File: config.mk
export PLATFORM = sky130hd
export DESIGN_NAME = wdt_supervisor
export DESIGN_NICKNAME = d
export VERILOG_FILES = /design/src/core/wdt_pkg.sv /design/src/core/wdt_rc_tick.sv /design/src/core/wdt_supervisor.sv
export SDC_FILE = /design/constraint.sdc
export NUM_CORES = 1
export LEC_CHECK = 0
export BUFFER_PORTS_ARGS = -buffer_cell sky130_fd_sc_hd__buf_2
export CORE_MARGIN = 3
export CORE_UTILIZATION = 58
export CTS_CLUSTER_SIZE = 12
export DETAILED_ROUTE_END_ITERATION = 10
export PLACE_DENSITY = 0.9
export SYNTH_ARGS = -nofsm -noshare
export SYNTH_HDL_FRONTEND = slang
export SYNTH_SLANG_ARGS = --single-unit
File: constraint.sdc
create_clock -name sys_clk_in -period 3.95 [get_ports sys_clk_in]
set_clock_uncertainty 0.1 [all_clocks]
set_input_delay 0.1975 -clock sys_clk_in [delete_from_list [all_inputs] [get_ports sys_clk_in]]
set_output_delay 0.1975 -clock sys_clk_in [all_outputs]
set_load 0.005 [all_outputs]
File: src/core/wdt_pkg.sv
// Constants and types for the watchdog supervisor.
// Assumes a core-side special-function register port on sys_clk_in.
//
// How it works
// - Armed watchdog expiring unrefreshed sets timeout flag and raises reset or interrupt.
// - Arm bit written zero stops the watchdog; no reset or interrupt follows.
// - Period timed by a 16-bit counter advanced by the 32 kHz RC tick.
// - Timeout equals two to the prescale code times 2^9 RC periods.
// - Prescale codes 0 to 7 select periods; code 8 forces immediate reset when armed with interrupt-select clear.
// - Every control write needs unlock bit set, then the write next instruction.
// - Control register at address C0H, bit-addressable, resets to 10H.
// - Interrupt-select set gives interrupt on expiry, clear gives system reset.
// - Watchdog interrupt bypasses global mask at fixed high priority.
// - Timeout flag sets on expiry, clears on zero write or external reset.
// - Arm bit set restarts counters; clears on zero write, dog reset, reset, supply irq.
package wdt_pkg;

   // ----------------------------------------
   // Register map
   // ----------------------------------------
   localparam logic [7:0] WDT_CONTROL_ADDR  = 8'hC0;
   localparam logic [7:0] WDT_CONTROL_RESET = 8'h10;
   localparam int         WDT_BIT_UNLOCK    = 0;
   localparam int         WDT_BIT_ARM       = 1;
   localparam int         WDT_BIT_FLAG      = 2;
   localparam int         WDT_BIT_IRQSEL    = 3;
   localparam int         WDT_PRE_LSB       = 4;

   // ----------------------------------------
   // Timing
   // ----------------------------------------
   localparam int         WDT_CNT_WIDTH     = 16;
   localparam int         WDT_BASE_LOG2     = 9;
   localparam int         WDT_PRE_MAX       = 7;
   localparam logic [3:0] WDT_PRE_IMMEDIATE = 4'h8;
   localparam int         WDT_CLK_HZ        = 25000000;
   localparam int         WDT_RC_HZ         = 32000;
   // Cycles of sys_clk_in per RC tick, rounded down
   localparam int         WDT_RC_DIV        = WDT_CLK_HZ / WDT_RC_HZ;
   localparam int         WDT_DIV_WIDTH     = 10;

   // ----------------------------------------
   // Special-function register access
   // ----------------------------------------
   typedef struct packed {
      logic       write;
      logic       bit_write;
      logic [2:0] bit_index;
      logic       bit_value;
      logic [7:0] address;
      logic [7:0] data;
      logic       instr_done;
   } wdt_sfr_req_type;

   typedef struct packed {
      logic [3:0] prescale;
      logic       irq_select;
      logic       timeout_flag;
      logic       arm;
      logic       unlock;
   } wdt_control_type;

endpackage

File: src/core/wdt_rc_tick.sv
// RC oscillator tick model: divides sys_clk_in to a 32 kHz enable pulse.
// Assumes sys_clk_in at 25 MHz and a synchronous active-high reset.
`timescale 1ns/1ps
`default_nettype none
module wdt_rc_tick
   import wdt_pkg::*;
(
   // Clock and reset
   input  wire logic sys_clk_in,
   input  wire logic reset_in,
   input  wire logic restart_in,
   // Tick
   output logic      tick_out
);
   localparam logic [WDT_DIV_WIDTH-1:0] DIV_LAST = WDT_DIV_WIDTH'(WDT_RC_DIV - 1);
   logic [WDT_DIV_WIDTH-1:0] div_count;

   always_ff @(posedge sys_clk_in) begin
      if (reset_in || restart_in) begin
         div_count <= '0;
         tick_out  <= 1'b0;
      end else if (div_count == DIV_LAST) begin
         div_count <= '0;
         tick_out  <= 1'b1;
      end else begin
         div_count <= div_count + 1'b1;
         tick_out  <= 1'b0;
      end
   end
endmodule
`default_nettype wire

File: src/core/wdt_supervisor.sv
// Watchdog supervisor with its control special-function register.
// Assumes the core presents one SFR request per cycle and marks instruction ends.
`timescale 1ns/1ps
`default_nettype none
module wdt_supervisor
   import wdt_pkg::*;
(
   // Clock and reset
   input  wire logic            sys_clk_in,
   input  wire logic            reset_in,
   // Core register port
   input  wire wdt_sfr_req_type sfr_req_in,
   output logic [7:0]           sfr_rdata_out,
   // Supply monitor
   input  wire logic            supply_irq_in,
   // Watchdog actions
   output logic                 system_reset_out,
   output logic                 wdt_irq_out,
   output logic                 wdt_irq_high_prio_out
);
   typedef enum logic [1:0] {
      WDT_IDLE,
      WDT_UNLOCKED,
      WDT_LAPSE
   } wdt_unlock_state_type;

   localparam int                   PRE_WIDTH  = $bits(wdt_control_type) - WDT_PRE_LSB;
   localparam logic [PRE_WIDTH-1:0] PRE_LAST   = PRE_WIDTH'(WDT_PRE_MAX);
   localparam wdt_control_type      CTRL_RESET = wdt_control_type'(WDT_CONTROL_RESET);

   wdt_control_type          ctrl;
   wdt_unlock_state_type     unlock_state;
   logic [PRE_WIDTH-1:0]     timeout_prescale_field;
   logic                     watchdog_irq_select;
   logic                     watchdog_timeout_flag;
   logic                     watchdog_arm_bit;
   logic [WDT_CNT_WIDTH-1:0] wd_count;
   logic [WDT_CNT_WIDTH-1:0] period_limit;
   logic                     period_valid;
   logic                     immediate;
   logic                     rc_tick;
   logic                     restart;
   logic                     addr_hit;
   logic                     unlock_hit;
   logic                     ctrl_write;
   logic                     expire;
   logic [7:0]               next_value;
   logic                     dog_reset;
   logic                     dog_irq;
   logic                     disarm;

   // ----------------------------------------
   // Decode helpers
   // ----------------------------------------
   function automatic logic [WDT_CNT_WIDTH-1:0] wdt_limit(input logic [3:0] pre);
      logic [WDT_CNT_WIDTH:0] full;
      full = (WDT_CNT_WIDTH+1)'(1) << (WDT_BASE_LOG2 + int'(pre[2:0]));
      wdt_limit = WDT_CNT_WIDTH'(full - 1'b1);
   endfunction

   function automatic logic [7:0] wdt_merge(input wdt_sfr_req_type r, input logic [7:0] cur);
      logic [7:0] v;
      v = cur;
      if (r.bit_write) begin
         v[r.bit_index] = r.bit_value;
      end else begin
         v = r.data;
      end
      wdt_merge = v;
   endfunction

   // ----------------------------------------
   // Register port decode
   // ----------------------------------------
   assign addr_hit   = sfr_req_in.write && (sfr_req_in.address == WDT_CONTROL_ADDR);
   assign next_value = wdt_merge(sfr_req_in, ctrl);
   assign unlock_hit = addr_hit && next_value[WDT_BIT_UNLOCK];
   // Locked writes may only set the unlock bit
   assign ctrl_write = addr_hit && (unlock_state == WDT_UNLOCKED);
   assign restart    = ctrl_write && next_value[WDT_BIT_ARM];

   // ----------------------------------------
   // Period decode and actions
   // ----------------------------------------
   assign period_limit = wdt_limit(timeout_prescale_field);
   assign period_valid = (timeout_prescale_field <= PRE_LAST);
   assign immediate    = (timeout_prescale_field == WDT_PRE_IMMEDIATE);
   assign expire       = watchdog_arm_bit && period_valid && rc_tick
                         && (wd_count == period_limit);
   assign dog_reset    = watchdog_arm_bit && !watchdog_irq_select
                         && (expire || immediate);
   assign dog_irq      = expire && watchdog_irq_select;
   assign disarm       = dog_reset || supply_irq_in;

   // ----------------------------------------
   // Register image, unlock bit always reads zero
   // ----------------------------------------
   assign ctrl = '{prescale:     timeout_prescale_field,
                   irq_select:   watchdog_irq_select,
                   timeout_flag: watchdog_timeout_flag,
                   arm:          watchdog_arm_bit,
                   unlock:       1'b0};

   // ----------------------------------------
   // RC oscillator timebase
   // ----------------------------------------
   wdt_rc_tick u_rc_tick (
      .sys_clk_in (sys_clk_in),
      .reset_in   (reset_in),
      .restart_in (restart),
      .tick_out   (rc_tick)
   );

   // ----------------------------------------
   // Unlock sequence
   // ----------------------------------------
   always_ff @(posedge sys_clk_in) begin
      if (reset_in) begin
         unlock_state <= WDT_IDLE;
      end else begin
         unique case (unlock_state)
            WDT_IDLE: begin
               if (unlock_hit) begin
                  unlock_state <= WDT_LAPSE;
               end
            end
            WDT_LAPSE: begin
               // Wait for the unlocking instruction to finish
               if (sfr_req_in.instr_done) begin
                  unlock_state <= WDT_UNLOCKED;
               end
            end
            WDT_UNLOCKED: begin
               if (ctrl_write || sfr_req_in.instr_done) begin
                  unlock_state <= WDT_IDLE;
               end
            end
         endcase
      end
   end

   // ----------------------------------------
   // Control fields
   // ----------------------------------------
   always_ff @(posedge sys_clk_in) begin
      if (reset_in) begin
         timeout_prescale_field <= CTRL_RESET.prescale;
         watchdog_irq_select    <= CTRL_RESET.irq_select;
      end else if (ctrl_write) begin
         timeout_prescale_field <= next_value[WDT_PRE_LSB +: PRE_WIDTH];
         watchdog_irq_select    <= next_value[WDT_BIT_IRQSEL];
      end
   end

   always_ff @(posedge sys_clk_in) begin
      if (reset_in) begin
         watchdog_arm_bit <= CTRL_RESET.arm;
      end else if (disarm) begin
         watchdog_arm_bit <= 1'b0;
      end else if (ctrl_write) begin
         watchdog_arm_bit <= next_value[WDT_BIT_ARM];
      end
   end

   always_ff @(posedge sys_clk_in) begin
      if (reset_in) begin
         watchdog_timeout_flag <= CTRL_RESET.timeout_flag;
      end else if (expire) begin
         // Expiry in the same cycle wins over a zero write
         watchdog_timeout_flag <= 1'b1;
      end else if (ctrl_write) begin
         watchdog_timeout_flag <= next_value[WDT_BIT_FLAG];
      end
   end

   // ----------------------------------------
   // Period counter on the RC tick
   // ----------------------------------------
   always_ff @(posedge sys_clk_in) begin
      if (reset_in || restart || !watchdog_arm_bit || expire) begin
         wd_count <= '0;
      end else if (rc_tick) begin
         wd_count <= wd_count + 1'b1;
      end
   end

   // ----------------------------------------
   // System reset request
   // ----------------------------------------
   always_ff @(posedge sys_clk_in) begin
      if (reset_in) begin
         system_reset_out <= 1'b0;
      end else begin
         system_reset_out <= dog_reset;
      end
   end

   // ----------------------------------------
   // Interrupt request, never masked
   // ----------------------------------------
   always_ff @(posedge sys_clk_in) begin
      if (reset_in) begin
         wdt_irq_out           <= 1'b0;
         wdt_irq_high_prio_out <= 1'b0;
      end else begin
         wdt_irq_out           <= dog_irq;
         wdt_irq_high_prio_out <= dog_irq;
      end
   end

   // ----------------------------------------
   // Register read-back
   // ----------------------------------------
   always_ff @(posedge sys_clk_in) begin
      if (reset_in) begin
         sfr_rdata_out <= WDT_CONTROL_RESET;
      end else begin
         sfr_rdata_out <= ctrl;
      end
   end
endmodule
`default_nettype wire
==> results of run 1 <==
[routing by layer]
| metal | part of all wire, % | wire length, um |
|---|---|---|
| met5 | 0 | 0 |
| met2 | 52 | 3050 |
| met4 | 1.9 | 112 |
| met3 | 4.3 | 252 |
| met1 | 42 | 2440 |
[cell usage after synthesis (3+ instances only)]
cell type / n
nor4b_1: 3
nand2_1: 16
and3_1: 3
dfxtp_1: 45
xnor2_1: 13
nor2b_1: 11
nand4_1: 9
a2111oi_0: 9
a211oi_1: 7
inv_1: 15
and4_1: 3
nor2_1: 23
ha_1: 11
o21ai_0: 12
nor3_1: 4
a21oi_1: 9
xor2_1: 12
and2_1: 4
nor4_1: 6
nand3_1: 15
buf_4: 3
buf_6: 6
a2111oi_2: 6
clkbuf_1: 8
mux2i_1: 5
[sequential cells by signal, indices dropped and copies added, names as in the netlist]
register and count:
sfr_rdata_out 7, system_reset_out 1, timeout_prescale_field 4, u_rc_tick.div_count 10
u_rc_tick.tick_out 1, unlock_state 2, watchdog_arm_bit 1, watchdog_irq_select 1
watchdog_timeout_flag 1, wd_count 16, wdt_irq_high_prio_out 1
[report_power, final]
part / internal, mW / switching, mW / leakage, nW
clock network: 0.190 / 0.154 / 0.0554
logic: 0.0305 / 0.0412 / 0.626
registers: 0.460 / 0.00692 / 0.363
total: 0.680 / 0.202 / 1.04
[worst max-delay path: stages (launching register included)]
cell and delay [ns]:
dfxtp_1 0.71, and2_1 0.28, ha_1 0.35, nor4_4 0.28, xnor2_1 0.20, a211oi_1 0.12, or2_1 0.54, a2111oi_0 0.54
[worst max path at each step]
stage | end | cells past startpoint
global placement | wd_count[4] | 7
global route | wd_count[6] | 7
CTS | wd_count[6] | 7
detailed placement | wd_count[6] | 7
finish | wd_count[6] | 7
floorplan | watchdog_arm_bit | 10
[layout by cell type, fill, tap and decap left out, types with 3 or more instances in the layout]
master	Yosys	routed
buf_4	3	3
and4_1	3	3
a2111oi_0	9	9
nand3_1	15	15
clkbuf_8	0	5
dfxtp_1	45	45
a211oi_1	7	7
a2111oi_2	6	6
nor4b_1	3	3
nor2b_1	11	11
nand4_1	9	9
and2_1	4	4
mux2i_1	5	5
a21oi_1	9	9
inv_1	15	15
nor2_1	23	23
buf_2	2	35
ha_1	11	11
nor3_1	4	4
and3_1	3	3
xnor2_1	13	13
o21ai_0	12	12
nand2_1	16	16
xor2_1	12	12
nor4_1	6	6
[cell type report]
class | instances | area [um2]
clock buffers | 6 | 72.6
clock inverters | 2 | 38.8
fillers | 357 | 1470
inverters | 15 | 56.3
multi-input cells | 219 | 1640
flip-flops and latches | 45 | 901
well taps | 52 | 65.1
repair buffers | 38 | 198
[logic make-up (layout without fill, tap and decap cells)]
family	Yosys count	in the layout	share of synthesized area, %
buffers and inverters	36	61	7.08
other	1	1	0.137
muxes	6	6	2.38
adders and majority gates	11	11	5.03
and+or+nand+nor	117	117	26.0
AOI/OAI and AO/OA	59	59	18.5
xor gates and xnor gates	25	25	8.00
DFF	45	45	32.9
[stage by stage]
stage          instance area, um2  hold slack (ns)
6_report                     2970           0.0524
5_1_grt                      2970           0.0572
4_1_cts                      2970           0.0469
3_5_place_dp                 2860            0.364
3_3_place_gp                 2860            0.355
2_1_floorplan                2740            0.263
==> results_dict.tcl, run 1 <==
set metrics [dict create \
    grt_max_degree 22 \
    clock_tree.buffer_depth 2 \
    fin_ws_ns 0.699 \
    async_flop_share_pct 0 \
    r2r_start "timeout_prescale_field[1]" \
    die_x_um 74.7 \
    rsz0062_at_grt "false" \
    dp_cells 369 \
    drive_gt1_share_pct 20.6 \
    diodes 0 \
    grt.met2_usage_pct 39.7 \
    worstSetupPathType "reg2reg" \
    fmax_ghz 0.308 \
    dp_slack_ns 0.780 \
    post_cts_buffers 0 \
    routed_wl_mm 5.86 \
    die_y_um 74.7 \
    setup_tns_ns 0 \
    synth_cell_type_count 55 \
    synth_flop_cell "dfxtp_1" \
    cts_buffers 5 \
    final_cell_count_no_fill 377 \
    drt_iter0_drc 109 \
    synth-edff-count 0 \
    arrival_ns 3.32 \
    core_area_um2 4440 \
    dieArea_um2 5580 \
    grt_pass1_vias 2219 \
    route.detailed.wl_per_inst_um 15.5 \
    fin_crit_ns 3.25 \
    ctsResizeCount 0 \
    synth.area.top_cells "dfxtp_1 33%, ha_1 5.0%, xnor2_1 4.2%, xor2_1 3.8%, a2111oi_2 3.3%" \
    critPathRequiredTime_ns 4.02 \
    setup_viol 0 \
    grt_overflow_total 0 \
    yosysSeqAreaShare_pct 32.9 \
    fin_util_pct 66.9 \
    boundaryPins 37 \
    antenna_found_initial 0 \
    grt_use_total_pct 22.3 \
    finalPower_mw 0.882 \
    synth_nets 337 \
    rows 24 \
    cp-startpoint "timeout_prescale_field[1]" \
    io_buffers 35 \
    path_clk_slew_ns 0.08 \
    start_util_pct 61.6 \
    yosysTopAreaCell "dfxtp_1" \
    use_met3_pct 4.81 \
    syn_inst 300 \
    finalHoldViolCount 0 \
    dr.pass1.iters 5 \
    netlist.area_leader.share_pct 32.9 \
    critPathMaxFanout 19 \
    syn2layout_area_growth_pct 8.64 \
    irDropWorstVdd_v 0.000181 \
    grt_pass1_wl_mm 9.72 \
    post-route-period-util_pct 82.3 \
    netlist_area_um2 2740 \
    hold_end "watchdog_arm_bit" \
    avgSynthCellArea_um2 9.13 \
    hold_path.class "in2reg" \
    via_per_inst 6.11 \
    cts_hold_buffers 0 \
    yosysWarnings 0 \
    hpwlAfterDp_mm 4.15 \
    p_leak_nw 1.04 \
    remaining_drc_errors 0 \
    max_slew_margin_pct 45.5 \
    clockRootBuffer "clkbuf_8" \
    ant_nets 0 \
    worstSetupEndpointType "register" \
    cts_tree "yes" \
    max-cap-violations 0 \
    r2r_cells 7 \
    htreeDepth 2 \
    powerDensity_nw_per_um2 297 \
    rrSetupSlack_ns 0.70 \
    clk_latency_ns 0.30 \
    clkSinkCount 45 \
    layout.nets 361 \
    use_met1_pct 25.9 \
    num_vias 2303 \
    gp_congestion 0.797 \
    rr_endpoint "wd_count[6]" \
    cp-start-kind "register" \
    synth-seq-cells 45 \
    hold_depth 4 \
    busiest_layer "met2" \
    holdCritStartpoint "supply_irq_in" \
    tightest_slew_ns 0.817 \
    maxSlewViolCount 0 \
    outcome "complete, no violations" \
]
Note: power is estimated with default switching activity, not from simulation.
==> run 2: changes to the inputs <==
==> constraint.sdc (replaced) <==
create_clock -name sys_clk_in -period 3.06 [get_ports sys_clk_in]
set_clock_uncertainty 0.1 [all_clocks]
set_input_delay 0.153 -clock sys_clk_in [delete_from_list [all_inputs] [get_ports sys_clk_in]]
set_output_delay 0.153 -clock sys_clk_in [all_outputs]
set_load 0.005 [all_outputs]
==> results_dict.tcl, run 2 (synthesis gave the netlist of run 1 again) <==
set metrics [dict create \
    drt_iter0_drc 144 \
    clk_latency_ns 0.30 \
    route.detailed.wl_per_inst_um 15.6 \
    rrSetupSlack_ns 0.15 \
    r2r_cells 8 \
    grt_overflow_total 0 \
    core_area_um2 4440 \
    tightest_slew_ns 0.761 \
    grt_use_total_pct 22.4 \
    die_x_um 74.7 \
    fin_crit_ns 2.91 \
    max-cap-violations 0 \
    hpwlAfterDp_mm 4.18 \
    post-route-period-util_pct 95.0 \
    dr.pass1.iters 4 \
    arrival_ns 2.94 \
    clockRootBuffer "clkbuf_8" \
    irDropWorstVdd_v 0.000234 \
    final_common_cell "dfxtp_1" \
    maxSlewViolCount 0 \
    via_per_inst 6.01 \
    diodes 0 \
    post_cts_buffers 0 \
    boundaryPins 37 \
    syn2layout_area_growth_pct 10.1 \
    hold_end "timeout_prescale_field[3]" \
    outcome "complete, no violations" \
    layout.nets 367 \
    cts_buffers 5 \
    powerDensity_nw_per_um2 359 \
    finalPower_mw 1.08 \
    r2r_start "timeout_prescale_field[2]" \
    htreeDepth 2 \
    max_slew_margin_pct 49.1 \
    antenna_found_initial 0 \
    worstSetupEndpointType "register" \
    dp_slack_ns 0.243 \
    rows 24 \
    cp-startpoint "timeout_prescale_field[2]" \
    final_cell_mix "45 x dfxtp_1, 35 x buf_2, 23 x nor2_1" \
    ant_nets 0 \
    remaining_drc_errors 0 \
    dieArea_um2 5580 \
    hold_depth 3 \
    start_util_pct 61.6 \
    drive_gt1_share_pct 22.4 \
    worstSetupPathType "reg2reg" \
    path_clk_slew_ns 0.08 \
    clkSinkCount 45 \
    clock_tree.buffer_depth 2 \
    grt_pass1_wl_mm 9.63 \
    critPathRequiredTime_ns 3.09 \
    fin_ws_ns 0.154 \
    cts_tree "yes" \
    final_cell_count_no_fill 383 \
    finalHoldViolCount 0 \
    num_vias 2302 \
    routed_wl_mm 5.97 \
    largest-register "wd_count" \
    fmax_ghz 0.344 \
    die_y_um 74.7 \
    holdCritStartpoint "sfr_req_in[8]" \
    io_buffers 35 \
    hold_path.class "in2reg" \
    cp-start-kind "register" \
    dp_cells 374 \
    largest_reg_flops 16 \
    rr_endpoint "wd_count[3]" \
    setup_tns_ns 0 \
    critPathMaxFanout 19 \
    grt_max_degree 22 \
    reg_top3 "wd_count: 16 flops, u_rc_tick.div_count: 10 flops, sfr_rdata_out: 7 flops" \
    fin_util_pct 67.8 \
    gp_congestion 0.883 \
    setup_viol 0 \
    p_leak_nw 1.07 \
    grt_pass1_vias 2149 \
]
run 2: cell types whose count changed in the layout (fill, tap and decap cells not counted):
cell | previous run | this run
o32ai_1 | 1 | 0
o32ai_2 | 0 | 1
bufinv_16 | 1 | 0
clkbuf_1 | 1 | 0
dlygate4sd3_1 | 0 | 1
clkinv_2 | 0 | 1
clkbuf_8 | 5 | 6
buf_4 | 3 | 8
run 2: timing repair:
item                                   4_1_cts  5_1_grt
hold buffers                                 1        0
endpoints found under the hold margin        1        0
setup endpoints to repair                    0        1
resized for setup                            0        1
run 2: cell type report:
class / instances / area (um2)
clock buffer: 6 / 82.6
clock inverter: 2 / 13.8
fill: 352 / 1430
inverter: 15 / 56.3
multi-input combinational: 219 / 1650
sequential: 45 / 901
tap: 52 / 65.1
timing repair buffer: 44 / 245
run 2: where the power goes:
part / switching, mW / total (mW) / internal (mW) / leakage, nW
clock: 0.200 / 0.383 / 0.183 / 0.0512
sequential: 0.00940 / 0.603 / 0.594 / 0.363
combinational: 0.0542 / 0.0945 / 0.0403 / 0.660
total: 0.264 / 1.08 / 0.817 / 1.07
run 2: how the worst max path moves through the flow:
stage / endpoint / cells after the start
2_1_floorplan: watchdog_arm_bit / 10
3_3_place_gp: wd_count[6] / 8
3_5_place_dp: wd_count[1] / 8
4_1_cts: wd_count[3] / 8
5_1_grt: wd_count[3] / 8
6_report: wd_count[3] / 8
run 2: stage by stage:
stage               cell area (um2)  hold WS, ns
floorplan                      2740        0.218
global placement               2900        0.324
detailed placement             2900        0.318
CTS                            3010       0.0906
global route                   3010        0.124
finish                         3010       0.0933
run 2: layer usage:
layer	vias to the layer above	track usage, %	wire [um]
met5	-	0	0
li1	1147	-	-
met1	1080	26.9	2600
met2	63	39.5	2960
met4	0	9.29	111
met3	12	4.01	288
run 2: worst max-delay path, cell delays in order, from the launching register on:
cell       delay [ns]
dfxtp_1          0.47
inv_1            0.10
ha_1             0.45
nor4b_2          0.28
xor2_1           0.21
mux2_4           0.34
nor4_4           0.28
buf_4            0.33
a2111oi_0        0.18
==> run 3: changes to the inputs <==
--- a/config.mk
+++ b/config.mk
@@ -7,10 +7,10 @@
 export LEC_CHECK = 0
 export BUFFER_PORTS_ARGS = -buffer_cell sky130_fd_sc_hd__buf_2
 export CORE_MARGIN = 3
-export CORE_UTILIZATION = 58
+export CORE_UTILIZATION = 55
 export CTS_CLUSTER_SIZE = 12
 export DETAILED_ROUTE_END_ITERATION = 10
-export PLACE_DENSITY = 0.9
+export PLACE_DENSITY = 0.87
 export SYNTH_ARGS = -nofsm -noshare
 export SYNTH_HDL_FRONTEND = slang
 export SYNTH_SLANG_ARGS = --single-unit
==> results_dict.tcl, run 3 (synthesis gave the netlist of run 1 again) <==
set metrics [dict create \
    outcome "complete, no violations" \
    fin_crit_ns 2.73 \
    reg_top3 "wd_count: 16 flops, u_rc_tick.div_count: 10 flops, sfr_rdata_out: 7 flops" \
    cts_tree "yes" \
    p_sw_mw 0.262 \
    p_leak_nw 1.06 \
    rr_endpoint "wd_count[5]" \
    die_x_um 76.6 \
    seqPwrFrac_pct 53.3 \
    slowest_stage "ha_1" \
    remaining_drc_errors 0 \
    route.detailed.wl_per_inst_um 14.4 \
    worstSetupPathType "reg2reg" \
    ant_nets 0 \
    switching_share_pct 23.1 \
    fmax_ghz 0.366 \
    setup_tns_ns 0 \
    path_cells "and2_1, ha_1, nor4b_2, xor2_1, mux2_4, nor4_4, buf_4, a2111oi_0" \
    maxSlewViolCount 0 \
    grt_pass1_vias 2225 \
    routed_wl_mm 5.68 \
    rows 25 \
    clkSinkCount 45 \
    path_delay_family "simple AND/OR/NAND/NOR gates" \
    powerDensity_nw_per_um2 376 \
    tightest_slew_ns 0.757 \
    largest-register "wd_count" \
    io_buffers 35 \
    htreeDepth 2 \
    grt_use_total_pct 20.1 \
    final_common_cell "dfxtp_1" \
    grt_overflow_total 0 \
    dr.pass1.iters 4 \
    layout.nets 365 \
    ctsResizeCount 0 \
    final_cell_mix "45 x dfxtp_1, 35 x buf_2, 23 x nor2_1" \
    gp_congestion 0.787 \
    hpwlAfterDp_mm 4.21 \
    num_vias 2305 \
    setup_viol 0 \
    critPathBufInv 1 \
    irDropWorstVdd_v 0.000299 \
    finalPower_mw 1.13 \
    path_depth 8 \
    max_stage_delay_ns 0.43 \
    cts_hold_buffers 0 \
    grt_pass1_wl_mm 9.67 \
    drive_gt1_share_pct 21.6 \
    max-cap-violations 0 \
    p_comb_share_pct 8.4 \
    r2r_start "timeout_prescale_field[1]" \
    drt_iter0_drc 170 \
    via_per_inst 5.84 \
    clk_latency_ns 0.30 \
    clock_tree.buffer_depth 2 \
    endpoint "wd_count[5]" \
    grt_max_degree 22 \
    post-route-period-util_pct 89.4 \
    syn2layout_area_growth_pct 10.1 \
    core_area_um2 4750 \
    cellInternalPower_mw 0.871 \
    cts_buffers 5 \
    rsz0062_at_grt "false" \
    r2r_cells 8 \
    power_frac_clock_pct 38.2 \
    boundaryPins 37 \
    largest_reg_flops 16 \
    antenna_found_initial 0 \
    dieArea_um2 5860 \
    critPathRequiredTime_ns 3.10 \
    rrSetupSlack_ns 0.33 \
    cp-startpoint "timeout_prescale_field[1]" \
    cp-start-kind "register" \
    finalHoldViolCount 0 \
    path_clk_slew_ns 0.08 \
    start_util_pct 57.6 \
    post_cts_buffers 0 \
    clockRootBuffer "clkbuf_8" \
    arrival_ns 2.77 \
    worstSetupEndpointType "register" \
    critPathMaxFanout 19 \
    hold_path.class "in2reg" \
    diodes 0 \
    max_slew_margin_pct 49.4 \
    die_y_um 76.6 \
]
## run 3: changes by cell type in the layout (fill, tap and decap cells not counted)
cell,delta
buf_4,-1
o32ai_2,-1
dlygate4sd3_1,-1
o32ai_1,+1
clkinv_4,-1
clkbuf_8,-1
bufinv_16,+1
## run 3: stage by stage
step                cells  instance area (um2)  setup slack (ns)  hold WS [ns]  util (%)
floorplan             300                 2740             0.117         0.218         -
global placement      388                 2910             0.408         0.326      61.2
detailed placement    388                 2910             0.348         0.330      61.2
CTS                   395                 3020             0.323        0.0175      63.4
global route          395                 3020             0.119        0.0252      63.4
finish                395                 3020             0.326        0.0218      63.4
## run 3: area by class of cell
cell class | instances | area, um2
Fill cell | 405 | 1740
Inverter | 15 | 56.3
Tap cell | 67 | 83.8
Multi-Input combinational cell | 219 | 1640
Timing Repair Buffer | 42 | 228
Clock inverter | 2 | 35.0
Clock buffer | 5 | 68.8
Sequential cell | 45 | 901
## run 3: metal layers
metal	global-route usage (%)	up-vias	part of all wire [%]	routed length, um
met5	0	-	0	0
li1	-	1155	-	-
met3	4.37	7	4.1	233
met4	7.43	0	1.4	77
met2	35.7	45	50	2840
met1	23.6	1098	45	2530
## run 3: power groups by stage
stage	Clock (mW)	Combinational [mW]	Sequential (mW)
floorplan	0	0.0666	0.615
global placement	0	0.0876	0.617
detailed placement	0	0.0954	0.617
CTS	0.440	0.0956	0.604
global route	0.462	0.109	0.605
finish	0.433	0.0954	0.604
## run 3: worst min path at each step
stage	startpoint	end	slack [ns]	cells after the start
finish	supply_irq_in	watchdog_arm_bit	0.02	4
global route	supply_irq_in	watchdog_arm_bit	0.03	4
CTS	supply_irq_in	watchdog_arm_bit	0.02	4
detailed placement	supply_irq_in	watchdog_arm_bit	0.33	4
global placement	supply_irq_in	watchdog_arm_bit	0.33	4
floorplan	supply_irq_in	watchdog_arm_bit	0.22	3
## run 3: tightest hold or removal path, stage by stage
cell and delay [ns]:
buf_2 0.09, a311oi_1 0.05, o21ai_2 0.06, a41oi_2 0.03
